$ cat src/shared/pct_pkg.sv
// package for the compare buffer transfer block of a triangle-wave pwm timer
// assumes a 32-bit ahb-lite slave port with byte addresses in the low 8 bits
package pct_pkg;

	// ----------------------------------------------------------------
	// register offsets (byte addresses)
	// ----------------------------------------------------------------
	localparam logic [7:0] PCT_OFS_CYCLE  = 8'h00;
	localparam logic [7:0] PCT_OFS_DUTY_U = 8'h04;
	localparam logic [7:0] PCT_OFS_DUTY_V = 8'h08;
	localparam logic [7:0] PCT_OFS_DUTY_W = 8'h0C;
	localparam logic [7:0] PCT_OFS_CULL   = 8'h10;
	localparam logic [7:0] PCT_OFS_TRIG_A = 8'h14;
	localparam logic [7:0] PCT_OFS_TRIG_B = 8'h18;
	localparam logic [7:0] PCT_OFS_OPT_A  = 8'h1C;
	localparam logic [7:0] PCT_OFS_OPT_C  = 8'h20;
	localparam logic [7:0] PCT_OFS_STATUS = 8'h24;
	localparam logic [7:0] PCT_OFS_COUNT  = 8'h28;

	// ----------------------------------------------------------------
	// field positions
	// ----------------------------------------------------------------
	localparam int PCT_OPTA_ANYTIME = 0;
	localparam int PCT_OPTA_RUN     = 1;
	localparam int PCT_OPTC_CULL_EN = 0;

	// ----------------------------------------------------------------
	// reset values and fixed counts
	// ----------------------------------------------------------------
	localparam logic [15:0] PCT_RST_CYCLE  = 16'h0100;
	localparam logic [15:0] PCT_RST_DUTY   = 16'h0000;
	localparam logic [15:0] PCT_RST_TRIG   = 16'h0000;
	localparam logic [15:0] PCT_VALLEY_CNT = 16'h0001;
	localparam logic [1:0]  PCT_RST_OPT_A  = 2'h0;
	localparam logic        PCT_RST_OPT_C  = 1'h0;

	// culling option: bit 6 crest enable, bit 5 valley enable, bits 4:0 count
	typedef struct packed {
		logic       crest_irq_enable;
		logic       valley_irq_enable;
		logic [4:0] culling_count;
	} pct_cull_opt_t;

	localparam pct_cull_opt_t PCT_RST_CULL = '{1'b0, 1'b0, 5'h00};

	// the seven registers that move together into their working buffers
	typedef struct packed {
		logic [15:0]   cycle_compare;
		logic [15:0]   duty_compare_u;
		logic [15:0]   duty_compare_v;
		logic [15:0]   duty_compare_w;
		pct_cull_opt_t culling_option;
		logic [15:0]   adc_trigger_compare_a;
		logic [15:0]   adc_trigger_compare_b;
	} pct_set_t;

	localparam pct_set_t PCT_RST_SET = '{PCT_RST_CYCLE, PCT_RST_DUTY, PCT_RST_DUTY,
		PCT_RST_DUTY, PCT_RST_CULL, PCT_RST_TRIG, PCT_RST_TRIG};

endpackage

$ cat src/core/pct_cull.sv
// interrupt culling counter for crest and valley events
// assumes event inputs are one-cycle pulses on hclk
`timescale 1ns/1ps
module pct_cull (
	input  wire logic                   hclk,       // clock
	input  wire logic                   hresetn,    // async reset, low
	input  wire logic                   clear,      // culling option written
	input  wire logic                   crest_evt,  // raw crest pulse
	input  wire logic                   valley_evt, // raw valley pulse
	input  wire pct_pkg::pct_cull_opt_t opt,        // working culling option
	output logic                        crest_irq,  // crest left after culling
	output logic                        valley_irq  // valley left after culling
);
	import pct_pkg::*;

	logic [4:0] cnt_reg;
	logic       evt;
	logic       fire;

	// ----------------------------------------------------------------
	// culling
	// ----------------------------------------------------------------
	assign evt = (crest_evt & opt.crest_irq_enable)
		| (valley_evt & opt.valley_irq_enable);
	assign fire = evt & (cnt_reg == opt.culling_count);
	assign crest_irq = fire & crest_evt;
	assign valley_irq = fire & valley_evt;

	always_ff @(posedge hclk or negedge hresetn) begin
		if (!hresetn) begin
			cnt_reg <= 5'h00;
		end else if (clear) begin
			cnt_reg <= 5'h00;
		end else if (evt) begin
			cnt_reg <= fire ? 5'h00 : 5'(cnt_reg + 5'h01);
		end
	end

	cull_clear_a: assert property (@(posedge hclk) disable iff (!hresetn)
		clear |=> cnt_reg == 5'h00) else $error("culling count not cleared");
	cull_mask_a: assert property (@(posedge hclk) disable iff (!hresetn)
		(crest_irq | valley_irq) |-> cnt_reg == opt.culling_count)
		else $error("interrupt passed before culling count");

endmodule

$ cat src/core/pct_top.sv
// compare buffer transfer block of a three-phase triangle-wave pwm timer
// assumes a single ahb-lite master, whole-word transfers, one clock domain
`timescale 1ns/1ps
module pct_top (
	input  wire logic        hclk,                     // bus and timer clock
	input  wire logic        hresetn,                  // async reset, low
	input  wire logic        hsel,                     // slave select
	input  wire logic [31:0] haddr,                    // byte address
	input  wire logic [1:0]  htrans,                   // transfer type
	input  wire logic        hwrite,                   // write when high
	input  wire logic [2:0]  hsize,                    // word only
	input  wire logic [31:0] hwdata,                   // write data
	input  wire logic        hready,                   // bus ready
	output logic             hreadyout,                // always ready
	output logic [31:0]      hrdata,                   // read data
	output logic             hresp,                    // always okay
	output logic [2:0]       positive_phase_output,    // u v w top gates
	output logic [2:0]       negative_phase_output,    // u v w bottom gates
	output logic             crest_interrupt,          // culled crest pulse
	output logic             valley_interrupt,         // culled valley pulse
	output logic [2:0]       duty_match_interrupt,     // per-phase match pulse
	output logic [15:0]      adc_trigger_compare_a,    // working trigger a
	output logic [15:0]      adc_trigger_compare_b     // working trigger b
);
	import pct_pkg::*;

	// ----------------------------------------------------------------
	// register field update, shared by the software and working sets
	// ----------------------------------------------------------------
	function automatic pct_set_t put_field(pct_set_t s, logic [7:0] a, logic [31:0] d);
		pct_set_t r;
		r = s;
		case (a)
			PCT_OFS_CYCLE:  r.cycle_compare = d[15:0];
			PCT_OFS_DUTY_U: r.duty_compare_u = d[15:0];
			PCT_OFS_DUTY_V: r.duty_compare_v = d[15:0];
			PCT_OFS_DUTY_W: r.duty_compare_w = d[15:0];
			PCT_OFS_CULL:   r.culling_option = d[6:0];
			PCT_OFS_TRIG_A: r.adc_trigger_compare_a = d[15:0];
			PCT_OFS_TRIG_B: r.adc_trigger_compare_b = d[15:0];
			default:        r = s;
		endcase
		return r;
	endfunction

	logic        wr_ph_reg;
	logic [7:0]  addr_reg;
	logic [31:0] hrdata_reg;
	logic        wr_en;
	logic        wr_u;
	logic        wr_cull;
	pct_set_t    sr_reg;
	pct_set_t    wb_reg;
	logic [1:0]  opt_a_reg;
	logic        opt_c_reg;
	logic        pend_reg;
	logic [15:0] cnt_reg;
	logic        up_reg;
	logic        anytime;
	logic        cull_en;
	logic        batch_mode;
	logic        inter_mode;
	logic        run;
	logic        crest_hit;
	logic        valley_hit;
	logic        turn;
	logic        crest_irq;
	logic        valley_irq;
	logic        xfer_tick;
	logic        do_xfer;
	logic [2:0]  match;
	logic [2:0]  lock_reg;
	logic [15:0] duty [3];
	logic [31:0] rd_mux;

	// ----------------------------------------------------------------
	// ahb-lite slave: zero wait, always okay
	// ----------------------------------------------------------------
	assign hreadyout = 1'b1;
	assign hresp = 1'b0;
	assign hrdata = hrdata_reg;
	assign wr_en = wr_ph_reg;
	assign wr_u = wr_en & (addr_reg == PCT_OFS_DUTY_U);
	assign wr_cull = wr_en & (addr_reg == PCT_OFS_CULL);

	always_ff @(posedge hclk or negedge hresetn) begin
		if (!hresetn) begin
			wr_ph_reg <= 1'b0;
			addr_reg <= 8'h00;
		end else if (hready) begin
			wr_ph_reg <= hsel & htrans[1] & hwrite;
			addr_reg <= haddr[7:0];
		end
	end

	// read data is captured in the address phase so it stands from the
	// start of the data phase; unmapped reads return zero
	always_comb begin
		case (haddr[7:0])
			PCT_OFS_CYCLE:  rd_mux = {16'h0000, sr_reg.cycle_compare};
			PCT_OFS_DUTY_U: rd_mux = {16'h0000, sr_reg.duty_compare_u};
			PCT_OFS_DUTY_V: rd_mux = {16'h0000, sr_reg.duty_compare_v};
			PCT_OFS_DUTY_W: rd_mux = {16'h0000, sr_reg.duty_compare_w};
			PCT_OFS_CULL:   rd_mux = {25'h0000000, sr_reg.culling_option};
			PCT_OFS_TRIG_A: rd_mux = {16'h0000, sr_reg.adc_trigger_compare_a};
			PCT_OFS_TRIG_B: rd_mux = {16'h0000, sr_reg.adc_trigger_compare_b};
			PCT_OFS_OPT_A:  rd_mux = {30'h00000000, opt_a_reg};
			PCT_OFS_OPT_C:  rd_mux = {31'h00000000, opt_c_reg};
			PCT_OFS_STATUS: rd_mux = {24'h000000, pend_reg, up_reg, lock_reg,
				positive_phase_output};
			PCT_OFS_COUNT:  rd_mux = {16'h0000, cnt_reg};
			default:        rd_mux = 32'h00000000;
		endcase
	end

	always_ff @(posedge hclk or negedge hresetn) begin
		if (!hresetn) begin
			hrdata_reg <= 32'h00000000;
		end else if (hready && hsel && htrans[1] && !hwrite) begin
			hrdata_reg <= rd_mux;
		end
	end

	// ----------------------------------------------------------------
	// software registers and mode decode
	// ----------------------------------------------------------------
	always_ff @(posedge hclk or negedge hresetn) begin
		if (!hresetn) begin
			sr_reg <= PCT_RST_SET;
			opt_a_reg <= PCT_RST_OPT_A;
			opt_c_reg <= PCT_RST_OPT_C;
		end else if (wr_en) begin
			sr_reg <= put_field(sr_reg, addr_reg, hwdata);
			if (addr_reg == PCT_OFS_OPT_A) begin
				opt_a_reg <= hwdata[1:0];
			end
			if (addr_reg == PCT_OFS_OPT_C) begin
				opt_c_reg <= hwdata[PCT_OPTC_CULL_EN];
			end
		end
	end

	assign anytime = opt_a_reg[PCT_OPTA_ANYTIME];
	assign run = opt_a_reg[PCT_OPTA_RUN];
	assign cull_en = opt_c_reg;
	// batch_mode only feeds the checks: with culling off every turn is a transfer tick
	assign batch_mode = ~anytime & ~cull_en
		& (sr_reg.culling_option.culling_count == 5'h00);
	assign inter_mode = ~anytime & cull_en;

	// ----------------------------------------------------------------
	// triangle counter: up to the cycle value, down to 0001
	// ----------------------------------------------------------------
	assign crest_hit = run & up_reg & (cnt_reg == wb_reg.cycle_compare);
	assign valley_hit = run & ~up_reg & (cnt_reg == PCT_VALLEY_CNT);
	assign turn = crest_hit | valley_hit;

	// a cycle value below the count is missed; the 16-bit wrap finds it
	always_ff @(posedge hclk or negedge hresetn) begin
		if (!hresetn) begin
			cnt_reg <= 16'h0000;
			up_reg <= 1'b1;
		end else if (!run) begin
			cnt_reg <= 16'h0000;
			up_reg <= 1'b1;
		end else if (crest_hit) begin
			cnt_reg <= 16'(cnt_reg - 16'h0001);
			up_reg <= 1'b0;
		end else if (valley_hit) begin
			cnt_reg <= 16'(cnt_reg + 16'h0001);
			up_reg <= 1'b1;
		end else begin
			cnt_reg <= up_reg ? 16'(cnt_reg + 16'h0001)
				: 16'(cnt_reg - 16'h0001);
		end
	end

	// ----------------------------------------------------------------
	// interrupt culling and transfer timing
	// ----------------------------------------------------------------
	pct_cull u_cull (
		.hclk       (hclk),
		.hresetn    (hresetn),
		.clear      (wr_cull),
		.crest_evt  (crest_hit),
		.valley_evt (valley_hit),
		.opt        (wb_reg.culling_option),
		.crest_irq  (crest_irq),
		.valley_irq (valley_irq)
	);

	assign xfer_tick = inter_mode ? (crest_irq | valley_irq)
		: turn;
	assign do_xfer = ~anytime & pend_reg & xfer_tick;

	// a duty u write landing with a transfer re-arms, since the transfer
	// copies the value held before that write
	always_ff @(posedge hclk or negedge hresetn) begin
		if (!hresetn) begin
			pend_reg <= 1'b0;
		end else if (wr_u && !anytime) begin
			pend_reg <= 1'b1;
		end else if (do_xfer || anytime) begin
			pend_reg <= 1'b0;
		end
	end

	always_ff @(posedge hclk or negedge hresetn) begin
		if (!hresetn) begin
			wb_reg <= PCT_RST_SET;
		end else if (wr_en && anytime) begin
			wb_reg <= put_field(wb_reg, addr_reg, hwdata);
		end else if (do_xfer) begin
			wb_reg <= sr_reg;
		end
	end

	always_ff @(posedge hclk or negedge hresetn) begin
		if (!hresetn) begin
			crest_interrupt <= 1'b0;
			valley_interrupt <= 1'b0;
		end else begin
			crest_interrupt <= crest_irq;
			valley_interrupt <= valley_irq;
		end
	end

	assign adc_trigger_compare_a = wb_reg.adc_trigger_compare_a;
	assign adc_trigger_compare_b = wb_reg.adc_trigger_compare_b;

	// ----------------------------------------------------------------
	// per-phase compare, lockout and output
	// ----------------------------------------------------------------
	assign duty[0] = wb_reg.duty_compare_u;
	assign duty[1] = wb_reg.duty_compare_v;
	assign duty[2] = wb_reg.duty_compare_w;

	for (genvar i = 0; i < 3; i++) begin : g_phase
		assign match[i] = run & (cnt_reg == duty[i]);

		// only the first match per direction moves the output
		always_ff @(posedge hclk or negedge hresetn) begin
			if (!hresetn) begin
				lock_reg[i] <= 1'b0;
			end else if (turn) begin
				lock_reg[i] <= 1'b0;
			end else if (match[i]) begin
				lock_reg[i] <= 1'b1;
			end
		end

		// an unlocked match wins over the crest and valley force
		always_ff @(posedge hclk or negedge hresetn) begin
			if (!hresetn) begin
				positive_phase_output[i] <= 1'b0;
				negative_phase_output[i] <= 1'b1;
			end else if (match[i] && !lock_reg[i]) begin
				positive_phase_output[i] <= ~up_reg;
				negative_phase_output[i] <= up_reg;
			end else if (crest_hit) begin
				positive_phase_output[i] <= 1'b1;
				negative_phase_output[i] <= 1'b0;
			end else if (valley_hit) begin
				positive_phase_output[i] <= 1'b0;
				negative_phase_output[i] <= 1'b1;
			end
		end

		always_ff @(posedge hclk or negedge hresetn) begin
			if (!hresetn) begin
				duty_match_interrupt[i] <= 1'b0;
			end else begin
				duty_match_interrupt[i] <= match[i];
			end
		end
	end

	// ----------------------------------------------------------------
	// checks
	// ----------------------------------------------------------------
	anytime_write_a: assert property (@(posedge hclk) disable iff (!hresetn)
		anytime && wr_u |=> wb_reg.duty_compare_u == $past(hwdata[15:0]))
		else $error("anytime write not applied at once");
	batch_tick_a: assert property (@(posedge hclk) disable iff (!hresetn)
		batch_mode && pend_reg && turn |-> do_xfer)
		else $error("batch transfer missed at crest or valley");
	xfer_copy_a: assert property (@(posedge hclk) disable iff (!hresetn)
		do_xfer && !wr_en |=> wb_reg == $past(sr_reg))
		else $error("transfer did not copy the seven registers");
	no_arm_hold_a: assert property (@(posedge hclk) disable iff (!hresetn)
		!anytime && !pend_reg |=> $stable(wb_reg))
		else $error("working set changed without a duty u write");
	inter_tick_a: assert property (@(posedge hclk) disable iff (!hresetn)
		inter_mode && do_xfer |-> crest_irq || valley_irq)
		else $error("intermittent transfer off a culled interrupt");
	pend_clear_a: assert property (@(posedge hclk) disable iff (!hresetn)
		do_xfer && !wr_u |=> !pend_reg)
		else $error("pending flag survived its transfer");
	down_no_crest_a: assert property (@(posedge hclk) disable iff (!hresetn)
		run && !up_reg && !valley_hit |=> !up_reg)
		else $error("counter turned while counting down");
	wrap_up_a: assert property (@(posedge hclk) disable iff (!hresetn)
		run && up_reg && cnt_reg == 16'hFFFF && !crest_hit |=> cnt_reg == 16'h0000)
		else $error("counter did not wrap upward");
	lock_hold_a: assert property (@(posedge hclk) disable iff (!hresetn)
		lock_reg[0] && !turn |=> $stable(positive_phase_output[0]))
		else $error("locked phase output moved");
	crest_force_a: assert property (@(posedge hclk) disable iff (!hresetn)
		crest_hit && !match[0] |=> positive_phase_output[0])
		else $error("crest did not force output high");
	match_irq_a: assert property (@(posedge hclk) disable iff (!hresetn)
		match[0] && lock_reg[0] |=> duty_match_interrupt[0])
		else $error("locked match raised no interrupt");
	valley_force_a: assert property (@(posedge hclk) disable iff (!hresetn)
		valley_hit && !match[0] |=> !positive_phase_output[0])
		else $error("valley did not force output low");
	crest_mask_a: assert property (@(posedge hclk) disable iff (!hresetn)
		!wb_reg.culling_option.crest_irq_enable |=> !crest_interrupt)
		else $error("disabled crest interrupt was output");

endmodule

$ cat config.mk
export PLATFORM = sky130hd
export DESIGN_NAME = pct_top
export DESIGN_NICKNAME = d
export VERILOG_FILES = /design/src/shared/pct_pkg.sv /design/src/core/pct_cull.sv /design/src/core/pct_top.sv
export SDC_FILE = /design/constraint.sdc
export NUM_CORES = 1
export LEC_CHECK = 0
export BUFFER_PORTS_ARGS = -buffer_cell sky130_fd_sc_hd__buf_4
export CAP_MARGIN = 10
export CORE_ASPECT_RATIO = 1.4
export CORE_UTILIZATION = 42
export CTS_CLUSTER_DIAMETER = 60
export CTS_CLUSTER_SIZE = 20
export DETAILED_ROUTE_END_ITERATION = 8
export SYNTH_ARGS = -nofsm -noshare
export SYNTH_HDL_FRONTEND = slang
export SYNTH_SLANG_ARGS = --single-unit
$ cat constraint.sdc
create_clock -name hclk -period 2.55 [get_ports hclk]
set_input_delay 0 -clock hclk [delete_from_list [all_inputs] [get_ports hclk]]
set_output_delay 0 -clock hclk [all_outputs]
set_load 0.01 [all_outputs]
**Word level (Yosys, flattened, before mapping)**

Cells that the tools add are included.

- Flip-flop bits (word level): 287
- Bits in latches: 0
- Bits in writable memories: 0
- ROM bits: 0
- Input bits: 74
- Word-level logic and storage cells: 178
- Memories: 0

- Add/subtract/negate cells: 3
- $mul: 0
- Div/mod/pow operators: 0
- $lt $le $gt $ge: 0
- Eq/ne operators: 32
- Shifts and indexed selects: 0
- Multiplexer cells: 37
- Bitwise logic cells: 24
- Reductions and logical operators: 41

Operators by type and width:

| kind | count |
|---|---|
| 103-bit two-way mux | 2 |
| 16-bit one-hot mux with 11 select lines | 1 |
| 16-bit two-way mux | 10 |
| 16-bit == test | 4 |
| 8-bit by 5-bit == test with 1-bit output (second input constant) | 8 |
| 8-bit by 4-bit == test with 1-bit output (second input constant) | 4 |
| 8-bit by 6-bit == test with 1-bit output (second input constant) | 4 |
| 2-bit AND reduction | 16 |
| 1-bit two-way mux | 20 |
| 1-bit AND | 19 |
| 16-bit by 1-bit adder with 16-bit output (second input constant) | 1 |
| 16-bit by 1-bit == test with 1-bit output (second input constant) | 1 |
| 8-bit by 3-bit == test with 1-bit output (second input constant) | 2 |
| 8-bit logical NOT | 2 |
| 16-bit by 1-bit subtractor with 16-bit output (second input constant) | 1 |
| 5-bit two-way mux | 3 |
| 2-bit nonzero test | 6 |
| 2-bit by 1-bit != test with 1-bit output (second input constant) | 5 |
| 3-bit nonzero test | 3 |
| 1-bit logical AND | 8 |
| 7-bit two-way mux | 1 |
| 5-bit by 1-bit adder with 5-bit output (second input constant) | 1 |
| 5-bit == test | 1 |
| 1-bit logical NOT | 5 |
| 5 further kinds | 9 |

**Depth between registers and ports, before layout**

Gate-level depths: netlist of the first run.

- Depth in word-level cells: 13
- Gate-level depth with buffers: 12
- Depth with buffers taken out: 10

**By module**

A second synthesis of the first run with hierarchy kept.

- Cells, all modules: 1308
- Area total of the unflattened synthesis: 14188.6 sq um

By module, submodules not included:

| module | times used | cells an instance | area an instance (sq um) | sequential area each (sq um) |
|---|---|---|---|---|
| pct_top | 1 | 1275 | 13850.8 | 6663.9 |
| pct_cull | 1 | 33 | 337.8 | 125.1 |

**Worst setup path before layout of the first run**

No wires, ideal clock.

- Kind: reg-to-reg
- Start: reg cnt_reg[1]
- End: reg wb_reg, in the netlist duty[38]
- Library setup time: 0.124 ns
- Arrival: 2.213 ns
- Data required time: 2.426 ns
- Path slack: 0.213 ns
- Stages on the path, launching flop included: 12
- Path buffers: 3
- Clock period less this slack: 2.337 ns
- Path through: dfrtp_1 > buf_6 > inv_1 > ha_1 > and3b_1 > nand4_1 > or2_0 > buf_6 > a21oi_4 > o21ai_4 > buf_6 > mux2i_1

- Word-level cells in the longest chain between the ends: 11

RTL lines:

| item | RTL line | RTL |
|---|---|---|
| start, declared | pct_top.sv:57 | `logic [15:0] cnt_reg;` |
| start signal, assigned | pct_top.sv:167 | `cnt_reg <= 16'(cnt_reg - 16'h0001);` |
| start signal, assigned | pct_top.sv:170 | `cnt_reg <= 16'(cnt_reg + 16'h0001);` |
| start signal, assigned | pct_top.sv:173 | `cnt_reg <= up_reg ? 16'(cnt_reg + 16'h0001)` |
| 16-bit == test or 16-bit by 1-bit == test with 1-bit output (tied branches) | pct_top.sv:154, pct_top.sv:155 |  |
| 1-bit AND (on tied branches) | pct_top.sv:154, pct_top.sv:155 |  |
| 1-bit AND (on tied branches) | pct_cull.sv:23, pct_cull.sv:24 |  |
| 1-bit bitwise OR | pct_cull.sv:24 | `\| (valley_evt & opt.valley_irq_enable);` |
| 1-bit AND | pct_cull.sv:25 | `assign fire = evt & (cnt_reg == opt.culling_count);` |
| 1-bit AND (on tied branches) | pct_cull.sv:26, pct_cull.sv:27 |  |
| 1-bit bitwise OR | pct_top.sv:192 | `assign xfer_tick = inter_mode ? (crest_irq \| valley_irq)` |
| 1-bit two-way mux * | pct_top.sv:192 |  |
| 1-bit AND * | pct_top.sv:194 | `assign do_xfer = ~anytime & pend_reg & xfer_tick;` |
| 2-bit nonzero test (no line) * | n/a |  |
| 2-bit AND reduction (no line) * | n/a |  |
| end signal, assigned | pct_top.sv:212 | `wb_reg <= put_field(wb_reg, addr_reg, hwdata);` |
| end signal, assigned | pct_top.sv:214 | `wb_reg <= sr_reg;` |
| end, declared | pct_top.sv:53 | `pct_set_t wb_reg;` |

Every way passes the cells marked *; elsewhere a longest branch is shown, timed or not.
A chain may end at the register's enable or synchronous reset.

**Final worst setup path of the first run**

- Start: reg cnt_reg[14]
- End: reg cnt_reg[11]

- Word-level cells in the longest chain between the ends: 5

RTL lines:

| item | RTL line | RTL |
|---|---|---|
| 16-bit by 1-bit == test with 1-bit output | pct_top.sv:155 | `assign valley_hit = run & ~up_reg & (cnt_reg == PCT_VALLEY_CNT);` |
| 1-bit AND | pct_top.sv:155 |  |
| 16-bit two-way mux | pct_top.sv:169 | `end else if (valley_hit) begin` |
| 16-bit two-way mux * | pct_top.sv:166 | `end else if (crest_hit) begin` |
| 16-bit two-way mux * | pct_top.sv:163 | `end else if (!run) begin` |

Marks and branches as above.

==> flow_summary.json, run 1 <==
{
  "outcome": "completed",
  "vias_per_cell": 5.645,
  "start_util_pct": 42.55,
  "antenna_found_initial": 0,
  "cts_root_buf": "clkbuf_16",
  "routed.top_layer": "met4",
  "startpoint_type": "flip-flop",
  "grt_max_degree": 81,
  "r2r-start": "cnt_reg[14]",
  "ys_seq_area_share_pct": 48.04,
  "fin_crit_ps": 2466,
  "total_power_mw": 10.86,
  "dp_cells": 1821,
  "grt_pass1_vias": 10825,
  "hold_depth": 5,
  "yosysUniqueCellTypes": 70,
  "rr_endpoint": "cnt_reg[11]",
  "die_w_um": 157.0,
  "firstDrtPassIters": 9,
  "wl_mm": 42.31,
  "synth_ff_type": "dfrtp_1",
  "ios": 151,
  "cp_max_fo": 7,
  "n_antenna_cell": 0,
  "synth.avg_cell_area_um2": 10.75,
  "power.density_nw_per_um2": 660.3,
  "synth-edff-count": 0,
  "yosys_warnings": 0,
  "drive_above_1_share_pct": 25.38,
  "nets": 1509,
  "fp.dieH_um": 219.0,
  "ys_ff_latch": 271,
  "grt_overflow_total": 0,
  "fillerInstances": 3134,
  "power_frac_comb_pct": 26.5,
  "utilization_pct": 49.52,
  "place.gp.congestion": 0.9084,
  "cts_tree": "yes",
  "worstPathRequired_ps": 2970,
  "p_switching_mw": 3.629,
  "wl_met2_mm": 20.87,
  "p_clk_share_pct": 28.2,
  "grt_use_total_pct": 25.26,
  "switching_share_pct": 33.42,
  "seq_power_share_pct": 45.3,
  "syn_to_final_growth_pct": 16.37,
  "finClkSkew_ps": 30.64,
  "clk_latency_ps": 540,
  "synthCells": 1315,
  "hold_violations": 0,
  "maxCapViolCount": 0,
  "path_cells": "xor2_1 > buf_4 > nor4_2 > and3b_2 > nand2_2 > buf_4 > o21ai_1 > inv_1 > o32a_1 > a21oi_1",
  "syn_area_um2": 14130,
  "route.met3.wl_mm": 2.507,
  "port_buffers": 88,
  "setup_viol": 0,
  "fmax_ghz": 0.4055,
  "rsz0062_at_grt": "true",
  "routedWlPerCell_um": 22.42,
  "p_leak_nw": 8.170,
  "yosys.area.top_type_share_pct": 46.92,
  "crit_type": "flip-flop to flip-flop",
  "wl_met1_mm": 17.37,
  "netlist.top_cell.by_area": "dfrtp_1",
  "holdPathEnd": "hrdata[0]",
  "rows": 79,
  "async_flop_share_pct": 100.0,
  "route.antenna.remaining_nets": 0,
  "largest_register_ffs": 103,
  "synth_area_leaders": "dfrtp_1 47%, mux2_2 9.0%, mux2i_1 7.4%",
  "worst_setup_path_end_kind": "flip-flop",
  "hp-start": "htrans[1]",
  "p_int_mw": 7.229,
  "cts.sinks": 271,
  "drc": 0,
  "slew_viol_final": 0,
  "worst_hold_slack_ps": 42.33,
  "clockBufferDepth": 3,
  "period_share_pct": 96.70,
  "die_area_um2": 34400,
  "core_area_um2": 33210,
  "drt-initial-drc-count": 811,
  "relSlewSlack_pct": 33.15,
  "dp_hpwl_mm": 30.99,
  "r2r_slack_ps": 80,
  "worst_pin_slew_ps": 988.8,
  "clkTransAtPathRegs_ps": 90,
  "min_path_type": "primary input to flip-flop",
  "max_stage_delay_ps": 490,
  "r2r_cells": 10,
  "ir_drop_v": 0.0004219,
  "critPathLaunch": "cnt_reg[14]",
  "vias": 10653,
  "htreeDepth": 1,
  "grt_pass1_wl_mm": 65.30,
  "fin_cells": 1887,
  "critPathSlowestCell": "dfrtp_1",
  "cts_buffers": 19,
  "cpMostUsedCell": "buf_4",
  "cp_data_arrival_time_ps": 2890
}
-- cell families (layout without fill, tap and decap cells) --
family / Yosys count / after routing / share of synthesized area [%]
compound gates: 264 / 264 / 12.87
xor+xnor: 76 / 76 / 4.710
fa+ha+maj: 4 / 4 / 0.3542
buf+inv: 251 / 362 / 8.606
flops: 271 / 271 / 48.04
mux: 219 / 219 / 16.60
other cells: 2 / 18 / 0.05314
simple gates: 228 / 228 / 8.765
-- cell usage in the layout, fill, tap and decap left out, types with 14 or more instances in the layout --
cell type and instances:
a21oi_1 125, a222oi_1 17, a22o_1 23, a22oi_1 27
and3_1 22, buf_12 14, buf_4 172, clkbuf_16 19
conb_1 18, dfrtp_1 264, dlygate4sd3_1 27, inv_1 115
mux2_2 113, mux2i_1 105, nand2_1 41, nand3_1 24
nor2_1 47, nor3_1 18, nor4_1 16, o21ai_0 14
xor2_1 65
-- stage by stage --
step	cell area (um2)	setup slack (ps)	TNS (ps)
6_report	16450	84.19	0
5_1_grt	16450	-36.15	-36.15
4_1_cts	16350	-4.023	-5.685
3_5_place_dp	15460	-61.01	-930.5
3_3_place_gp	15460	-40.45	-54.20
2_1_floorplan	14190	212.7	0
-- metal layers --
layer,vias to the layer above,GRT usage [%]
li1,4785,-
met1,5344,32.58
met2,433,43.33
met3,91,3.021
met4,0,9.320
met5,-,0
-- final cells by class --
type | instances | area [um2] | area share (%)
flip-flops and latches | 271 | 6790 | 41.29
repair buffers | 214 | 1857 | 11.29
clock inverters | 8 | 75.07 | 0.4565
inverters | 116 | 435.4 | 2.648
multi-input cells | 809 | 6237 | 37.93
clock buffers | 24 | 494.2 | 3.005
well taps | 445 | 556.8 | 3.386
-- timing repair --
action / 4_1_cts / 5_1_grt
setup buffers: 2 / 5
pin swaps: 3 / 4
hold buffers: 27 / 0
resized for setup: 1 / 2
setup endpoints to repair: 53 / 59
hold endpoints to repair: 243 / 0
-- how the worst max path moves through the flow --
stage / to / cells after the start / slack (ps)
floorplan: duty[38] / 11 / 210
CTS: duty[45] / 9 / -4
detailed placement: cnt_reg[9] / 10 / -60
global placement: cnt_reg[11] / 10 / -40
finish: cnt_reg[11] / 10 / 80
global route: cnt_reg[11] / 10 / -40
-- synth_stat cells (6+ instances only) --
cell,count
nor2_1,47
nand2_1,42
nor4_1,17
a221oi_1,10
buf_6,10
nand3_1,24
o21ai_4,7
xor2_1,65
xnor2_1,11
dfrtp_1,265
a22oi_1,27
a22o_1,23
clkbuf_1,53
a222oi_1,17
inv_1,115
buf_2,6
mux2_2,113
nand4_1,12
mux2i_1,105
o21ai_0,14
nor3_1,18
buf_1,15
dfstp_2,6
buf_4,51
and3_1,22
a21oi_1,125
-- critical path, delay by kind of cell (launching register included) --
| family | cells | cell delay, ps |
|---|---|---|
| compound gates | 3 | 540 |
| buf+inv | 3 | 530 |
| flops | 1 | 490 |
| xor+xnor | 1 | 180 |
| simple gates | 3 | 650 |
-- power by group through the flow --
stage	logic, mW	clock network, mW	registers, mW
after floorplan	1.68	0	4.85
after global placement	2.79	0	4.98
after detailed placement	2.81	0	4.99
after CTS	2.87	3.12	4.91
after global routing	3.10	3.25	4.95
final	2.88	3.06	4.92
Note: power is estimated with default switching activity, not from simulation.
==> inputs of run 2 (changes only) <==
--- a/config.mk
+++ b/config.mk
@@ -12,6 +12,7 @@
 export CTS_CLUSTER_DIAMETER = 60
 export CTS_CLUSTER_SIZE = 20
 export DETAILED_ROUTE_END_ITERATION = 8
+export SETUP_SLACK_MARGIN = 0.3
 export SYNTH_ARGS = -nofsm -noshare
 export SYNTH_HDL_FRONTEND = slang
 export SYNTH_SLANG_ARGS = --single-unit
==> flow_summary.json, run 2 (synthesis gave the netlist of run 1 again) <==
{
  "outcome": "completed",
  "fillerInstances": 3056,
  "clkTransAtPathRegs_ps": 80,
  "clockBufferDepth": 3,
  "period_share_pct": 94.98,
  "r2r_slack_ps": 130,
  "ir_drop_v": 0.0005005,
  "n_antenna_cell": 0,
  "rsz0062_at_grt": "true",
  "finClkSkew_ps": 13.98,
  "largest_register_ffs": 103,
  "grt_use_total_pct": 26.65,
  "path_cells": "xor2_1 > nor4_2 > buf_4 > and3b_2 > buf_6 > a31oi_4 > o21ai_4 > buf_12 > buf_16 > o21ai_4 > mux2i_1",
  "grt_max_degree": 78,
  "ios": 151,
  "mostFrequentLayoutCells": "258 x dfrtp_1, 181 x buf_4, 123 x a21oi_1, 113 x inv_1, 113 x mux2_2",
  "drive_above_1_share_pct": 29.97,
  "cp_max_fo": 8,
  "switching_share_pct": 33.71,
  "p_leak_nw": 8.455,
  "grt_overflow_total": 0,
  "cts.sinks": 271,
  "core_area_um2": 33210,
  "fp.dieH_um": 219.0,
  "power.density_nw_per_um2": 684.6,
  "nets": 1544,
  "final_common_cell": "dfrtp_1",
  "setup_viol": 0,
  "cts_tree": "yes",
  "final_cell_area_um2": 17210,
  "cp_data_arrival_time_ps": 2830,
  "syn_to_final_growth_pct": 21.78,
  "route.antenna.remaining_nets": 0,
  "fin_cells": 1923,
  "worst_pin_slew_ps": 685.0,
  "r2r_cells": 11,
  "drt-initial-drc-count": 899,
  "clk_latency_ps": 540,
  "p_int_mw": 7.811,
  "r2r-start": "cnt_reg[8]",
  "worst_setup_path_end_kind": "flip-flop",
  "hold_violations": 0,
  "cts_root_buf": "clkbuf_16",
  "power_frac_comb_pct": 28.6,
  "die_w_um": 157.0,
  "vias_per_cell": 5.784,
  "grt_pass1_vias": 11058,
  "dp_cells": 1824,
  "antenna_found_initial": 0,
  "fin_crit_ps": 2422,
  "die_area_um2": 34400,
  "firstDrtPassIters": 6,
  "min_path_type": "primary input to async pin",
  "relSlewSlack_pct": 54.17,
  "routedWlPerCell_um": 23.46,
  "wl_mm": 45.11,
  "fmax_ghz": 0.4129,
  "rows": 79,
  "seq_power_share_pct": 41.9,
  "p_switching_mw": 3.972,
  "startpoint_type": "flip-flop",
  "cts_buffers": 20,
  "port_buffers": 88,
  "vias": 11123,
  "place.gp.congestion": 0.9623,
  "crit_type": "flip-flop to flip-flop",
  "critPathSlowestCell": "dfrtp_2",
  "maxCapViolCount": 0,
  "tns_ps": 0,
  "htreeDepth": 1,
  "dp_hpwl_mm": 30.65,
  "grt_pass1_wl_mm": 67.97,
  "start_util_pct": 42.55,
  "cpMostUsedCell": "o21ai_4",
  "place_area_um2": 15470,
  "drc": 0,
  "rr_endpoint": "duty[8]",
  "slew_viol_final": 0,
  "max_stage_delay_ps": 450,
  "worstPathRequired_ps": 2960,
  "p_clk_share_pct": 29.4
}
-- run 2: cell types whose count changed in the layout (fill, tap and decap cells not counted), sizes merged --
cell         before  now
bufinv            0    2
buf             187  206
clkinvlp          2    1
o21ai            23   29
dlygate4sd3      27   35
inv             120  122
-- run 2: layout make-up --
class                           count  area, um2  area share (%)
Clock buffer                       23      543.0           3.155
Clock inverter                     11      135.1          0.7852
Inverter                          116      437.9           2.545
Multi-Input combinational cell    815       6574           38.20
Sequential cell                   271       6798           39.50
Tap cell                          445      556.8           3.235
Timing Repair Buffer              242       2166           12.58
-- run 2: worst max path at each step --
stage / start / endpoint / slack [ps] / cells past startpoint
floorplan: cnt_reg[1] / duty[25] / 260 / 11
global placement: cnt_reg[12] / adc_trigger_compare_a[10] / 50 / 8
detailed placement: cnt_reg[12] / adc_trigger_compare_a[9] / 10 / 8
CTS: cnt_reg[8] / duty[31] / 110 / 11
global route: cnt_reg[8] / duty[15] / 50 / 11
finish: cnt_reg[8] / duty[8] / 130 / 11
-- run 2: through the flow --
step | total power, mW | util [%] | hold WS [ps] | setup WS (ps)
floorplan | 6.537 | - | -295.6 | 258.9
global placement | 7.806 | 46.59 | -58.66 | 51.58
detailed placement | 7.844 | 46.59 | -57.13 | 14.35
CTS | 11.47 | 50.82 | 47.57 | 114.5
global route | 12.19 | 51.82 | 88.51 | 49.71
finish | 11.78 | 51.82 | 69.73 | 127.9
-- run 2: power groups by stage --
stage	clock network [mW]	logic (mW)	registers [mW]
floorplan	0	1.68	4.85
global placement	0	2.81	5.00
detailed placement	0	2.84	5.00
CTS	3.51	3.03	4.93
global route	3.64	3.57	4.98
finish	3.47	3.37	4.94
-- run 2: routing by layer --
metal  global-route usage, %  up-vias  wire length, um  share of wire, %
met5                       0        -                0                 0
met4                   13.27        0             2306               5.1
met3                   3.574      132             2840               6.3
met2                   45.48      483            22260                49
met1                   32.93     5635            17700                39
li1                        -     4873                -                 -
-- run 2: worst max-delay path, delay by kind of cell (launching register included) --
kind / cells / cell delay [ps]
XOR/XNOR: 1 / 160
buffers and inverters: 4 / 560
multiplexers: 1 / 170
AND/OR/NAND/NOR: 2 / 470
AO/OA/AOI/OAI: 3 / 460
flip-flops: 1 / 450
-- run 2: repair_timing --
action | 4_1_cts | 5_1_grt
gates cloned | 8 | 1
hold endpoints to repair | 382 | 0
resized for setup | 23 | 53
buffers inserted | 10 | 10
pin swaps | 11 | 19
setup endpoints to repair | 120 | 129
hold buffers | 36 | 0
